## config.mk

```make
export PLATFORM = sky130hd
export DESIGN_NAME = dcsp_serial_port
export DESIGN_NICKNAME = d
export VERILOG_FILES = /design/src/rtl/dcsp_pkg.sv /design/src/rtl/dcsp_sync.sv /design/src/rtl/dcsp_serial_port.sv
export VERILOG_INCLUDE_DIRS = /design/src /design/src/rtl
export SDC_FILE = /design/constraint.sdc
export NUM_CORES = 1
export LEC_CHECK = 0
export BUFFER_PORTS_ARGS = -buffer_cell sky130_fd_sc_hd__buf_2
export CAP_MARGIN = 30
export CORE_AREA = 5 5 259 261
export CTS_CLUSTER_SIZE = 16
export DETAILED_ROUTE_END_ITERATION = 8
export DIE_AREA = 0 0 264 266
export PLACE_DENSITY_LB_ADDON = 0.08
export SLEW_MARGIN = 30
export SYNTH_ARGS = -nofsm -noshare
export SYNTH_HDL_FRONTEND = slang
export SYNTH_SLANG_ARGS = --single-unit
export TNS_END_PERCENT = 20
```

## constraint.sdc

```tcl
create_clock -name clk_sys -period 14.3 [get_ports clk_sys]
set_input_delay 2.86 -clock clk_sys [delete_from_list [all_inputs] [get_ports clk_sys]]
set_output_delay 2.86 -clock clk_sys [all_outputs]
set_load 0.01 [all_outputs]
```

## src/rtl/dcsp_params.svh

```systemverilog
`ifndef DCSP_PARAMS_SVH
`define DCSP_PARAMS_SVH
`define DCSP_INSTR_RW_BIT    7
`define DCSP_INSTR_CNT_HI    6
`define DCSP_INSTR_CNT_LO    5
`define DCSP_INSTR_ADDR_HI   4
`define DCSP_REG_RESET       8'h00
`define DCSP_SEL_PLL_LOCK    3'h1
`define DCSP_SEL_DLL_LOCK    3'h2
`define DCSP_SEL_PATTERN_ERR 3'h3
`define DCSP_SEL_FIFO_ERR    3'h4
`define DCSP_SEL_SELFTEST    3'h5
`endif

```

## src/rtl/dcsp_pkg.sv

```systemverilog
package dcsp_pkg;
	// Frame phase: instruction byte, then data bytes, then idle till enable rises
	typedef enum logic [2:0] {
		DCSP_INSTR = 3'b001,
		DCSP_DATA  = 3'b010,
		DCSP_DONE  = 3'b100
	} dcsp_phase_t;
endpackage

```

## src/rtl/dcsp_sync.sv

```systemverilog
`timescale 1ns/1ps
// Two-flop synchroniser for a bus of pin inputs
module dcsp_sync #(
	parameter int WIDTH = 3        // Number of bits
) (
	input  wire logic             clk_sys,  // System clock
	input  wire logic             sys_rst,  // Async reset, high
	input  wire logic [WIDTH-1:0] d_in,     // Asynchronous inputs
	output logic      [WIDTH-1:0] q_out     // Synchronised outputs
);
	logic [WIDTH-1:0] meta_ff;  // First stage, read only by second
	logic [WIDTH-1:0] sync_ff;  // Second stage

	// Both stages reset to zero
	always_ff @(posedge clk_sys or posedge sys_rst) begin
		if (sys_rst) begin
			meta_ff <= '0;
			sync_ff <= '0;
		end else begin
			meta_ff <= d_in;
			sync_ff <= meta_ff;
		end
	end

	assign q_out = sync_ff;
endmodule

```

## src/rtl/dcsp_serial_port.sv

```systemverilog
`timescale 1ns/1ps
`include "dcsp_params.svh"
// Serial configuration port; registers kept in a local array
// Pins are sampled by the system clock, so each serial clock level
// must last at least three system cycles or edges are lost
module dcsp_serial_port #(
	parameter int ADDR_W = 5         // Register address width
) (
	input  wire logic             clk_sys,                   // 250 MHz system clock
	input  wire logic             sys_rst,                   // Async reset, high
	input  wire logic             serial_clk,                // Serial clock pin
	input  wire logic             frame_enable_n,            // Frame enable pin, active low
	input  wire logic             sdio_in,                   // Two-way data pin, input side
	output logic                  sdio_out,                  // Two-way data pin, output side
	output logic                  sdio_oe_n,                 // Two-way pin drive enable, low drives
	output logic                  serial_out_pin,            // Serial output pin level
	output logic                  serial_out_oe_n,           // Serial output drive enable, low drives
	input  wire logic             four_pin_select,           // Four-pin mode when high
	input  wire logic [2:0]       output_pin_source_select,  // Output pin source
	input  wire logic             pll_lock,                  // Status flag
	input  wire logic             dll_lock,                  // Status flag
	input  wire logic             pattern_err,               // Status flag
	input  wire logic             fifo_err,                  // Status flag
	input  wire logic             selftest_error_flag,       // Status flag
	output logic [(1<<ADDR_W)*8-1:0] reg_file                // All registers, flattened
);
	localparam int NREG = 1 << ADDR_W;  // Register count

	// Refuse address widths the instruction byte cannot hold;
	// checked at elaboration so a bad map never builds
	if (ADDR_W < 1 || ADDR_W > 5) begin : g_bad_addr_w
		$error("ADDR_W must be 1 to 5");
	end

	// Pin side and receive side
	logic [2:0] pin_s;           // Synchronised clk, enable, data
	logic       sclk_d_ff;       // Previous serial clock level
	logic [7:0] shift_ff;        // Incoming byte shifter
	logic [2:0] bit_ff;          // Bits taken in current byte
	logic [1:0] left_ff;         // Data bytes remaining minus one
	logic [4:0] addr_ff;         // Current register address
	logic       read_ff;         // Frame is a read
	// Transmit side and storage
	logic [7:0] rd_ff;           // Outgoing read byte
	logic       out_ff;          // Serial output level
	logic       drive_ff;        // Read data phase, output driving
	logic       tail_ff;         // Drive low after last read bit
	logic [7:0] regs [NREG];     // Register storage
	dcsp_pkg::dcsp_phase_t phase_ff;  // Frame phase

	// Pins cross into the system clock before use
	dcsp_sync #(.WIDTH(3)) u_sync (
		.clk_sys (clk_sys),
		.sys_rst (sys_rst),
		.d_in    ({serial_clk, frame_enable_n, sdio_in}),
		.q_out   (pin_s)
	);

	// Synchronised pin levels
	wire              sclk_s    = pin_s[2];               // Serial clock
	wire              en_n_s    = pin_s[1];               // Frame enable, active low
	wire              din_s     = pin_s[0];               // Two-way pin input

	// Serial clock edges, seen a few system cycles late
	wire              sclk_rise = sclk_s & ~sclk_d_ff;
	wire              sclk_fall = ~sclk_s & sclk_d_ff;

	// A bit is taken only on a rise inside a frame
	wire              take      = sclk_rise & ~en_n_s;
	wire              byte_end  = take && bit_ff == 3'h7; // Eighth bit of a byte
	wire [7:0]        byte_in   = {shift_ff[6:0], din_s};
	wire [ADDR_W-1:0] idx       = addr_ff[ADDR_W-1:0];    // Write index

	// Serial clock edge finder; resets to the idle low level
	// so that no false rise follows reset
	always_ff @(posedge clk_sys or posedge sys_rst) begin
		if (sys_rst) begin
			sclk_d_ff <= 1'b0;
		end else begin
			sclk_d_ff <= sclk_s;
		end
	end

	// Bit shifter and counter; enable high drops partial bytes
	always_ff @(posedge clk_sys or posedge sys_rst) begin
		if (sys_rst) begin
			shift_ff <= 8'h00;
			bit_ff   <= 3'h0;
		end else if (en_n_s) begin
			// Outside a frame: forget any partial byte
			shift_ff <= 8'h00;
			bit_ff   <= 3'h0;
		end else if (take) begin
			// MSB arrives first, so shift towards the top
			shift_ff <= byte_in;
			bit_ff   <= bit_ff + 3'h1;           // Wraps to zero after the eighth bit
		end
	end

	// Frame sequencing: instruction decode, count and address walk
	always_ff @(posedge clk_sys or posedge sys_rst) begin
		if (sys_rst) begin
			phase_ff <= dcsp_pkg::DCSP_INSTR;
			left_ff  <= 2'h0;
			addr_ff  <= 5'h00;
			read_ff  <= 1'b0;
		end else if (en_n_s) begin
			// Every frame starts over with an instruction byte
			phase_ff <= dcsp_pkg::DCSP_INSTR;
			read_ff  <= 1'b0;
		end else if (byte_end) begin
			unique case (phase_ff)
				dcsp_pkg::DCSP_INSTR: begin
					// Direction, count and start address latch together
					read_ff  <= byte_in[`DCSP_INSTR_RW_BIT];
					left_ff  <= byte_in[`DCSP_INSTR_CNT_HI:`DCSP_INSTR_CNT_LO];
					addr_ff  <= byte_in[`DCSP_INSTR_ADDR_HI:0];
					phase_ff <= dcsp_pkg::DCSP_DATA;
				end
				dcsp_pkg::DCSP_DATA: begin
					// Walk down the map; address 0 wraps to the top
					addr_ff <= addr_ff - 5'h01;
					left_ff <= left_ff - 2'h1;
					if (left_ff == 2'h0) begin
						// Last counted byte: the rest of the frame is ignored
						phase_ff <= dcsp_pkg::DCSP_DONE;
					end
				end
				dcsp_pkg::DCSP_DONE: begin
					// Extra bytes past the count are ignored
				end
			endcase
		end
	end

	// Register writes land only on a complete data byte;
	// a read frame never writes, whatever the two-way pin shows
	always_ff @(posedge clk_sys or posedge sys_rst) begin
		if (sys_rst) begin
			for (int i = 0; i < NREG; i++) begin
				regs[i] <= `DCSP_REG_RESET;
			end
		end else if (byte_end && phase_ff == dcsp_pkg::DCSP_DATA && !read_ff) begin
			regs[idx] <= byte_in;
		end
	end

	// Read fetch points: after a read instruction, and after every read
	// data byte that still has another one behind it
	wire              fetch_first = byte_end && phase_ff == dcsp_pkg::DCSP_INSTR && byte_in[`DCSP_INSTR_RW_BIT];
	wire              fetch_next  = byte_end && phase_ff == dcsp_pkg::DCSP_DATA && read_ff && left_ff != 2'h0;
	wire              read_last   = byte_end && phase_ff == dcsp_pkg::DCSP_DATA && read_ff && left_ff == 2'h0;
	wire              read_fall   = sclk_fall && phase_ff == dcsp_pkg::DCSP_DATA && read_ff;
	wire [ADDR_W-1:0] first_idx   = byte_in[ADDR_W-1:0];  // Start address of the frame
	wire [4:0]        next_addr   = addr_ff - 5'h01;      // Address of the following byte

	// Read shifter: load on the byte boundary, shift on falling edges.
	// The first bit leaves on the fall after the instruction's last rise,
	// so the host finds it settled at its next rise.
	always_ff @(posedge clk_sys or posedge sys_rst) begin
		if (sys_rst) begin
			rd_ff    <= 8'h00;
			out_ff   <= 1'b0;
			drive_ff <= 1'b0;
			tail_ff  <= 1'b0;
		end else if (en_n_s) begin
			// Frame closed: let go of the pins
			drive_ff <= 1'b0;
			tail_ff  <= 1'b0;
			out_ff   <= 1'b0;
		end else if (fetch_first) begin
			// Byte at the instruction's start address
			rd_ff <= regs[first_idx];
		end else if (fetch_next) begin
			// Byte at the next lower address
			rd_ff <= regs[next_addr[ADDR_W-1:0]];
		end else if (read_last) begin
			tail_ff <= 1'b1;
		end else if (read_fall) begin
			// One bit per falling edge, MSB first
			out_ff   <= rd_ff[7];
			rd_ff    <= {rd_ff[6:0], 1'b0};
			drive_ff <= 1'b1;
		end else if (sclk_fall && tail_ff) begin
			// Past the last bit the line is held low until the frame ends
			out_ff <= 1'b0;
		end
	end

	// Pin steering: host owns the two-way pin through the instruction byte
	always_comb begin
		logic stat_sel;
		logic stat_val;
		stat_sel = 1'b0;
		stat_val = 1'b0;
		// Codes 001 to 101 put a status flag on the output pin
		stat_sel = output_pin_source_select inside {[`DCSP_SEL_PLL_LOCK:`DCSP_SEL_SELFTEST]};
		unique case (output_pin_source_select)
			`DCSP_SEL_PLL_LOCK:    stat_val = pll_lock;
			`DCSP_SEL_DLL_LOCK:    stat_val = dll_lock;
			`DCSP_SEL_PATTERN_ERR: stat_val = pattern_err;
			`DCSP_SEL_FIFO_ERR:    stat_val = fifo_err;
			`DCSP_SEL_SELFTEST:    stat_val = selftest_error_flag;
			default:               stat_val = 1'b0;
		endcase
		sdio_out        = out_ff;
		// Only three-pin mode lets the device take the two-way pin
		sdio_oe_n       = !(drive_ff && !four_pin_select);
		if (stat_sel) begin
			// Status overrides read data, in either pin mode
			serial_out_pin  = stat_val;
			serial_out_oe_n = 1'b0;
		end else begin
			// Four-pin reads leave here; three-pin mode keeps it floating
			serial_out_pin  = out_ff;
			serial_out_oe_n = !(drive_ff && four_pin_select);
		end
	end

	// Flatten registers for the datapath; one slice per register
	for (genvar g = 0; g < NREG; g++) begin : g_flat
		assign reg_file[g*8 +: 8] = regs[g];
	end
endmodule

```

==> flow_summary.toml, run 1 <==
[synth]
synth_common_cells = "294 x dfrtp_1, 266 x mux2_2, 102 x mux2i_1"
syn_area_per_cell_sq_um = 12.61
synth_area_sq_mm = 0.01599
synth_top_area_frac = 0.4602
netlist_instances = 1268
seq_area_frac_synth = 0.4618
synth_nets = 1290
synth_enable_flop_cells = 0
synth_seq_cells = 295
yosys_warnings = 0
synthArstFlopShare = 1.000
synth_most_common_cell = "dfrtp_1"
synth-main-ff-cell = "dfrtp_1"
netlist-cell-type-count = 55
yosysTopAreaCell = "dfrtp_1"
ys_top_cells_by_area = "dfrtp_1 46%, mux2_2 19%, mux4_2 9.9%, mux2i_1 6.4%, nand2_1 2.3%"

[layout]
multi_input_area_sq_mm = 0.008164
synthToLayoutAreaGrowth_pct = 22.23
fillers = 6635
diodes = 0
drive_gt1_frac = 0.4727
ff_latch_area_sq_mm = 0.007392
nNetsFinal = 1528

[critical_path]
cpLargestDelayFamily = "multiplexers"
r2r-start = "addr_ff[0]"
worst-path-max-fanout = 3
r2r-end = "rd_ff[7]"
critPathLaunchType = "input port"
path_common_cell = "buf_2"
critical_path_class = "input port to output port"
max_stage_delay_ns = 0.49
required_ns = 11.44
ff2ff_setup_slack_ns = 9.41
cp.arrival_ns = 3.87
endpoint_kind = "output port"
slowest_stage = "mux4_2"
worst-path-buf-inv = 2
path_cells = "buf_2 > mux4_2 > mux2_2 > buf_2"
worstRegToRegCells = 9

[die]
core_sq_mm = 0.06423
initial_core_util = 0.2489
die_w_microns = 264
die_h_microns = 266
ios = 274
rows = 93
dieArea_sq_mm = 0.07022

[min_path]
min_path_cells = 0
holdCritStartpoint = "u_sync.meta_ff[2]"
holdPathEnd = "u_sync.q_out[2]"
hold_class = "register to register"

[sta]
finalWorstPathRequiredPeriod_ns = 6.733
slew_viol_final = 0
max-slew-margin-rel = 0.3178
max_freq_mhz = 148.5
worst_pin_slew_ns = 1.021
tns_ns = 0
setup_viol_count_final = 0
period_share = 0.4708
finalClockSkew_ns = 0.03213
rsz0062_at_grt = "false"
hold_viol = 0
hold_ws_ns = 0.3521

[pwr]
p_seq_frac = 0.439
swShare = 0.2341
power.leakage_nw = 9.616
clkPwrFrac = 0.529
combPwrFrac = 0.031
intPower_mw = 1.464
p_switching_mw = 0.4476
vdd_drop_max_mv = 0.06485
powerDensity_mw_per_mm2 = 97.83

[cts]
path_clk_slew_ns = 0.05
clock-sinks = 295
h-tree-depth = 2
tritoncts = "done"
numCtsBuffers = 38
ctsHoldBuffers = 0
ctsResizeCount = 0
root_buffer = "clkbuf_16"
clk_path_buf_depth = 3
post_cts_buffers = 0
worstSkewPairLatency_ns = 0.58

[global_routing]
grt_pass1_vias = 12870
overflow = 0
antenna_found_initial = 1
track_usage = 0.1908
grt_max_degree = 111
grt_pass1_wl_microns = 99060

[placed_design]
post-dp-hpwl_microns = 48300
gp_congestion = 0.8294
io_buffers = 273

[drt]
dr.pass1.iters = 5
wl_microns = 69080
via_count = 12180
wl_per_cell_microns = 28.89
ant_nets = 0
routed_via_density = 5.092
drt-initial-drc-count = 828
post-route-drc-count = 0

[job]
drv_cap = 0

[run_status]
status = "completed"
[worst max-delay path by stage]
stage	start	endpoint	slack, ns	depth (start not counted)
floorplan	sys_rst	addr_ff[0]	3.29	1
global placement	output_pin_source_select[0]	serial_out_pin	7.57	4
detailed placement	output_pin_source_select[0]	serial_out_pin	7.56	4
CTS	output_pin_source_select[0]	serial_out_pin	7.56	4
global route	output_pin_source_select[0]	serial_out_pin	7.51	4
finish	output_pin_source_select[0]	serial_out_pin	7.57	4
[power by group through the flow]
stage	clock network [mW]	logic [mW]	registers (mW)
3_5_place_dp	0	0.0614	0.855
6_report	1.01	0.0599	0.840
4_1_cts	1.04	0.0616	0.840
2_1_floorplan	0	0.0408	0.853
3_3_place_gp	0	0.0610	0.855
5_1_grt	1.07	0.0667	0.840
[worst register-to-register path, delay by kind of cell (launching register included)]
kind,cells,cell delay [ns]
multiplexers,2,1.02
buffers and inverters,2,1.24
AO/OA/AOI/OAI,2,0.46
adder cells (fa/ha/maj),1,0.61
XOR/XNOR,1,0.35
flip-flops,1,0.88
AND/OR/NAND/NOR,1,0.21
[routing by layer]
layer	GRT usage	vias to the layer above	wire [microns]
met4	0.05049	0	1799
li1	-	5272	-
met1	0.2606	6491	31210
met2	0.3124	320	32720
met3	0.03768	92	3346
met5	0	-	0
[layout make-up]
class | count | area share
Inverter | 9 | 0.002113
Sequential cell | 295 | 0.3783
Clock inverter | 10 | 0.006275
Timing Repair Buffer | 295 | 0.07959
Clock buffer | 60 | 0.06115
Tap cell | 855 | 0.05475
Multi-Input combinational cell | 867 | 0.4178
[layout by cell type, fill, tap and decap left out, types with 8 or more instances in the layout]
master and instances:
mux2i_1 102, a21oi_1 48, nor3_1 8, buf_2 273
dfrtp_1 289, clkbuf_16 39, o21ai_0 18, mux2_2 266
nor2b_1 10, mux4_2 70, a31oi_1 16, nor2_2 16
clkbuf_8 14, nor2_1 52, nand2_1 96, buf_4 20
a22oi_1 34, o22ai_1 25
[stage by stage]
step	worst slack [ns]	cells	util	instance area, sq um	total power, mW
6_report	7.567	2391	0.3042	19540	1.912
2_1_floorplan	3.294	1268	-	15990	0.8935
4_1_cts	7.562	2390	0.3038	19510	1.943
3_3_place_gp	7.572	2320	0.2832	18190	0.9160
5_1_grt	7.515	2391	0.3042	19540	1.977
3_5_place_dp	7.563	2320	0.2833	18200	0.9164
[state kept, by name, summed over array words and instances (netlist names)]
signal,count
drive_ff,1
bit_ff,3
u_sync.meta_ff,3
shift_ff,7
left_ff,2
tail_ff,1
reg_file,256
sdio_out,1
u_sync.q_out,3
sclk_d_ff,1
read_ff,1
rd_ff,8
phase_ff,3
addr_ff,5
[kinds of logic (layout without fill, tap and decap cells)]
logic type | Yosys count | count (layout) | share of synthesized area
adder cells (fa/ha/maj) | 8 | 8 | 0.006262
buffers and inverters | 106 | 374 | 0.03013
AND/OR/NAND/NOR | 232 | 232 | 0.06864
AO/OA/AOI/OAI | 181 | 181 | 0.07443
multiplexers | 441 | 441 | 0.3548
flip-flops | 295 | 295 | 0.4618
XOR/XNOR | 5 | 5 | 0.003914
(Power assumes the default switching activity.)
==> inputs of run 2 (changes only) <==
clock period = 6.2 ns   (was 14.3 ns; I/O delays follow)
==> run 2 against run 1 <==
  * Cell area decreased by 0.32%
  * Routed wire length decreased by 0.67%
  * Die area unchanged
  * Global-route usage decreased by 0.058 points
  * Critical path depth increased by 5
==> flow_summary.toml, run 2 (synthesized netlist as in run 1, its figures left out) <==
[drt]
dr.pass1.iters = 5
via_count = 12080
post-route-drc-count = 0
wl_microns = 68620
ant_nets = 0
drt-initial-drc-count = 752
routed_via_density = 5.057
wl_per_cell_microns = 28.72

[placed_design]
io_buffers = 273
post-dp-hpwl_microns = 49070
gp_congestion = 0.8229
dp_slack_ns = 2.201

[die]
rows = 93
core_sq_mm = 0.06423
dieArea_sq_mm = 0.07022
die_w_microns = 264
die_h_microns = 266
ios = 274
initial_core_util = 0.2489

[pwr]
powerDensity_mw_per_mm2 = 217.6
vdd_drop_max_mv = 0.1193
power.leakage_nw = 9.568

[cts]
post_cts_buffers = 0
worstSkewPairLatency_ns = 0.57
clk_path_buf_depth = 3
h-tree-depth = 2
ctsResizeCount = 0
ctsHoldBuffers = 0
root_buffer = "clkbuf_16"
tritoncts = "done"
numCtsBuffers = 38
path_clk_slew_ns = 0.06
clock-sinks = 295

[global_routing]
track_usage = 0.1902
grt_pass1_vias = 12540
grt_max_degree = 158
overflow = 0
antenna_found_initial = 0
grt_pass1_wl_microns = 98400

[sta]
slew_viol_final = 0
setup_viol_count_final = 0
period_share = 0.6333
max_freq_mhz = 254.7
worst_pin_slew_ns = 1.029
setup_slack_ns = 2.274
finalWorstPathRequiredPeriod_ns = 3.926
max-slew-margin-rel = 0.3140
finalClockSkew_ns = 0.02609
hold_viol = 0
rsz0062_at_grt = "false"
tns_ns = 0

[layout]
largest_reg_flops = 256
diodes = 0
nNetsFinal = 1528
final_common_cell = "dfrtp_1"
synthToLayoutAreaGrowth_pct = 21.84
drive_gt1_frac = 0.4726
mostFrequentLayoutCells = "289 x dfrtp_1, 273 x buf_2, 266 x mux2_2, 102 x mux2i_1, 96 x nand2_1"
fillers = 6692

[critical_path]
critical_path_class = "register to register"
worst-path-max-fanout = 31
required_ns = 6.68
endpoint_kind = "register"
cp.arrival_ns = 4.41
critPathLaunchType = "register"

[job]
drv_cap = 0

[min_path]
hold_class = "register to register"

[run_status]
status = "completed"
run 2: per-stage QoR:
stage               std cells  hold WS, ns  total power, mW  utilization  instance area [sq um]
floorplan                1268       0.3312            2.061            -                  15990
global placement         2318       0.3390            2.111       0.2833                  18200
detailed placement       2318       0.3385            2.111       0.2833                  18200
CTS                      2386       0.3494            4.321       0.3020                  19400
global route             2389       0.3610            4.406       0.3032                  19480
finish                   2389       0.3416            4.239       0.3032                  19480
run 2: cell type report:
type	instances	area, sq um	share of cell area
Timing Repair Buffer	295	1625	0.08345
Clock buffer	51	1071	0.05499
Sequential cell	295	7392	0.3795
Multi-Input combinational cell	867	8157	0.4188
Clock inverter	17	125.1	0.006424
Tap cell	855	1070	0.05492
Inverter	9	37.54	0.001927
run 2: path summary, 6_finish.rpt:
path	from	end	slack, ns	cells past startpoint
max	addr_ff[0]	rd_ff[1]	2.27	9
min	u_sync.meta_ff[0]	u_sync.q_out[0]	0.34	0
max reg2reg	addr_ff[0]	rd_ff[1]	2.27	9
min reg2reg	u_sync.meta_ff[0]	u_sync.q_out[0]	0.34	0
max in group asynchronous	sys_rst	shift_ff[0]	4.15	4
min in group asynchronous	sys_rst	reg_file[220]	0.68	2
run 2: worst max-delay path, cell delays in order, from the launching register on:
cell and delay (ns):
dfrtp_2 0.36, inv_1 0.30, ha_1 0.53, xnor2_2 0.76, buf_4 0.49, nand2_1 0.09
a32o_1 0.25, a221oi_1 0.65, o2111ai_1 0.17, a31oi_1 0.21
run 2: routing by layer:
metal  GRT usage  routed length, microns  vias up
li1            -                       -     5261
met1      0.2586                   30950     6461
met2      0.3190                   33450      297
met3     0.03380                    2896       63
met4     0.04364                    1316        0
met5           0                       0        -
run 2: where the power goes:
part	internal (mW)	leakage [nW]	switching, mW
registers	1.93	4.10	0.0124
logic	0.0404	4.88	0.0915
clock network	1.26	0.591	0.908
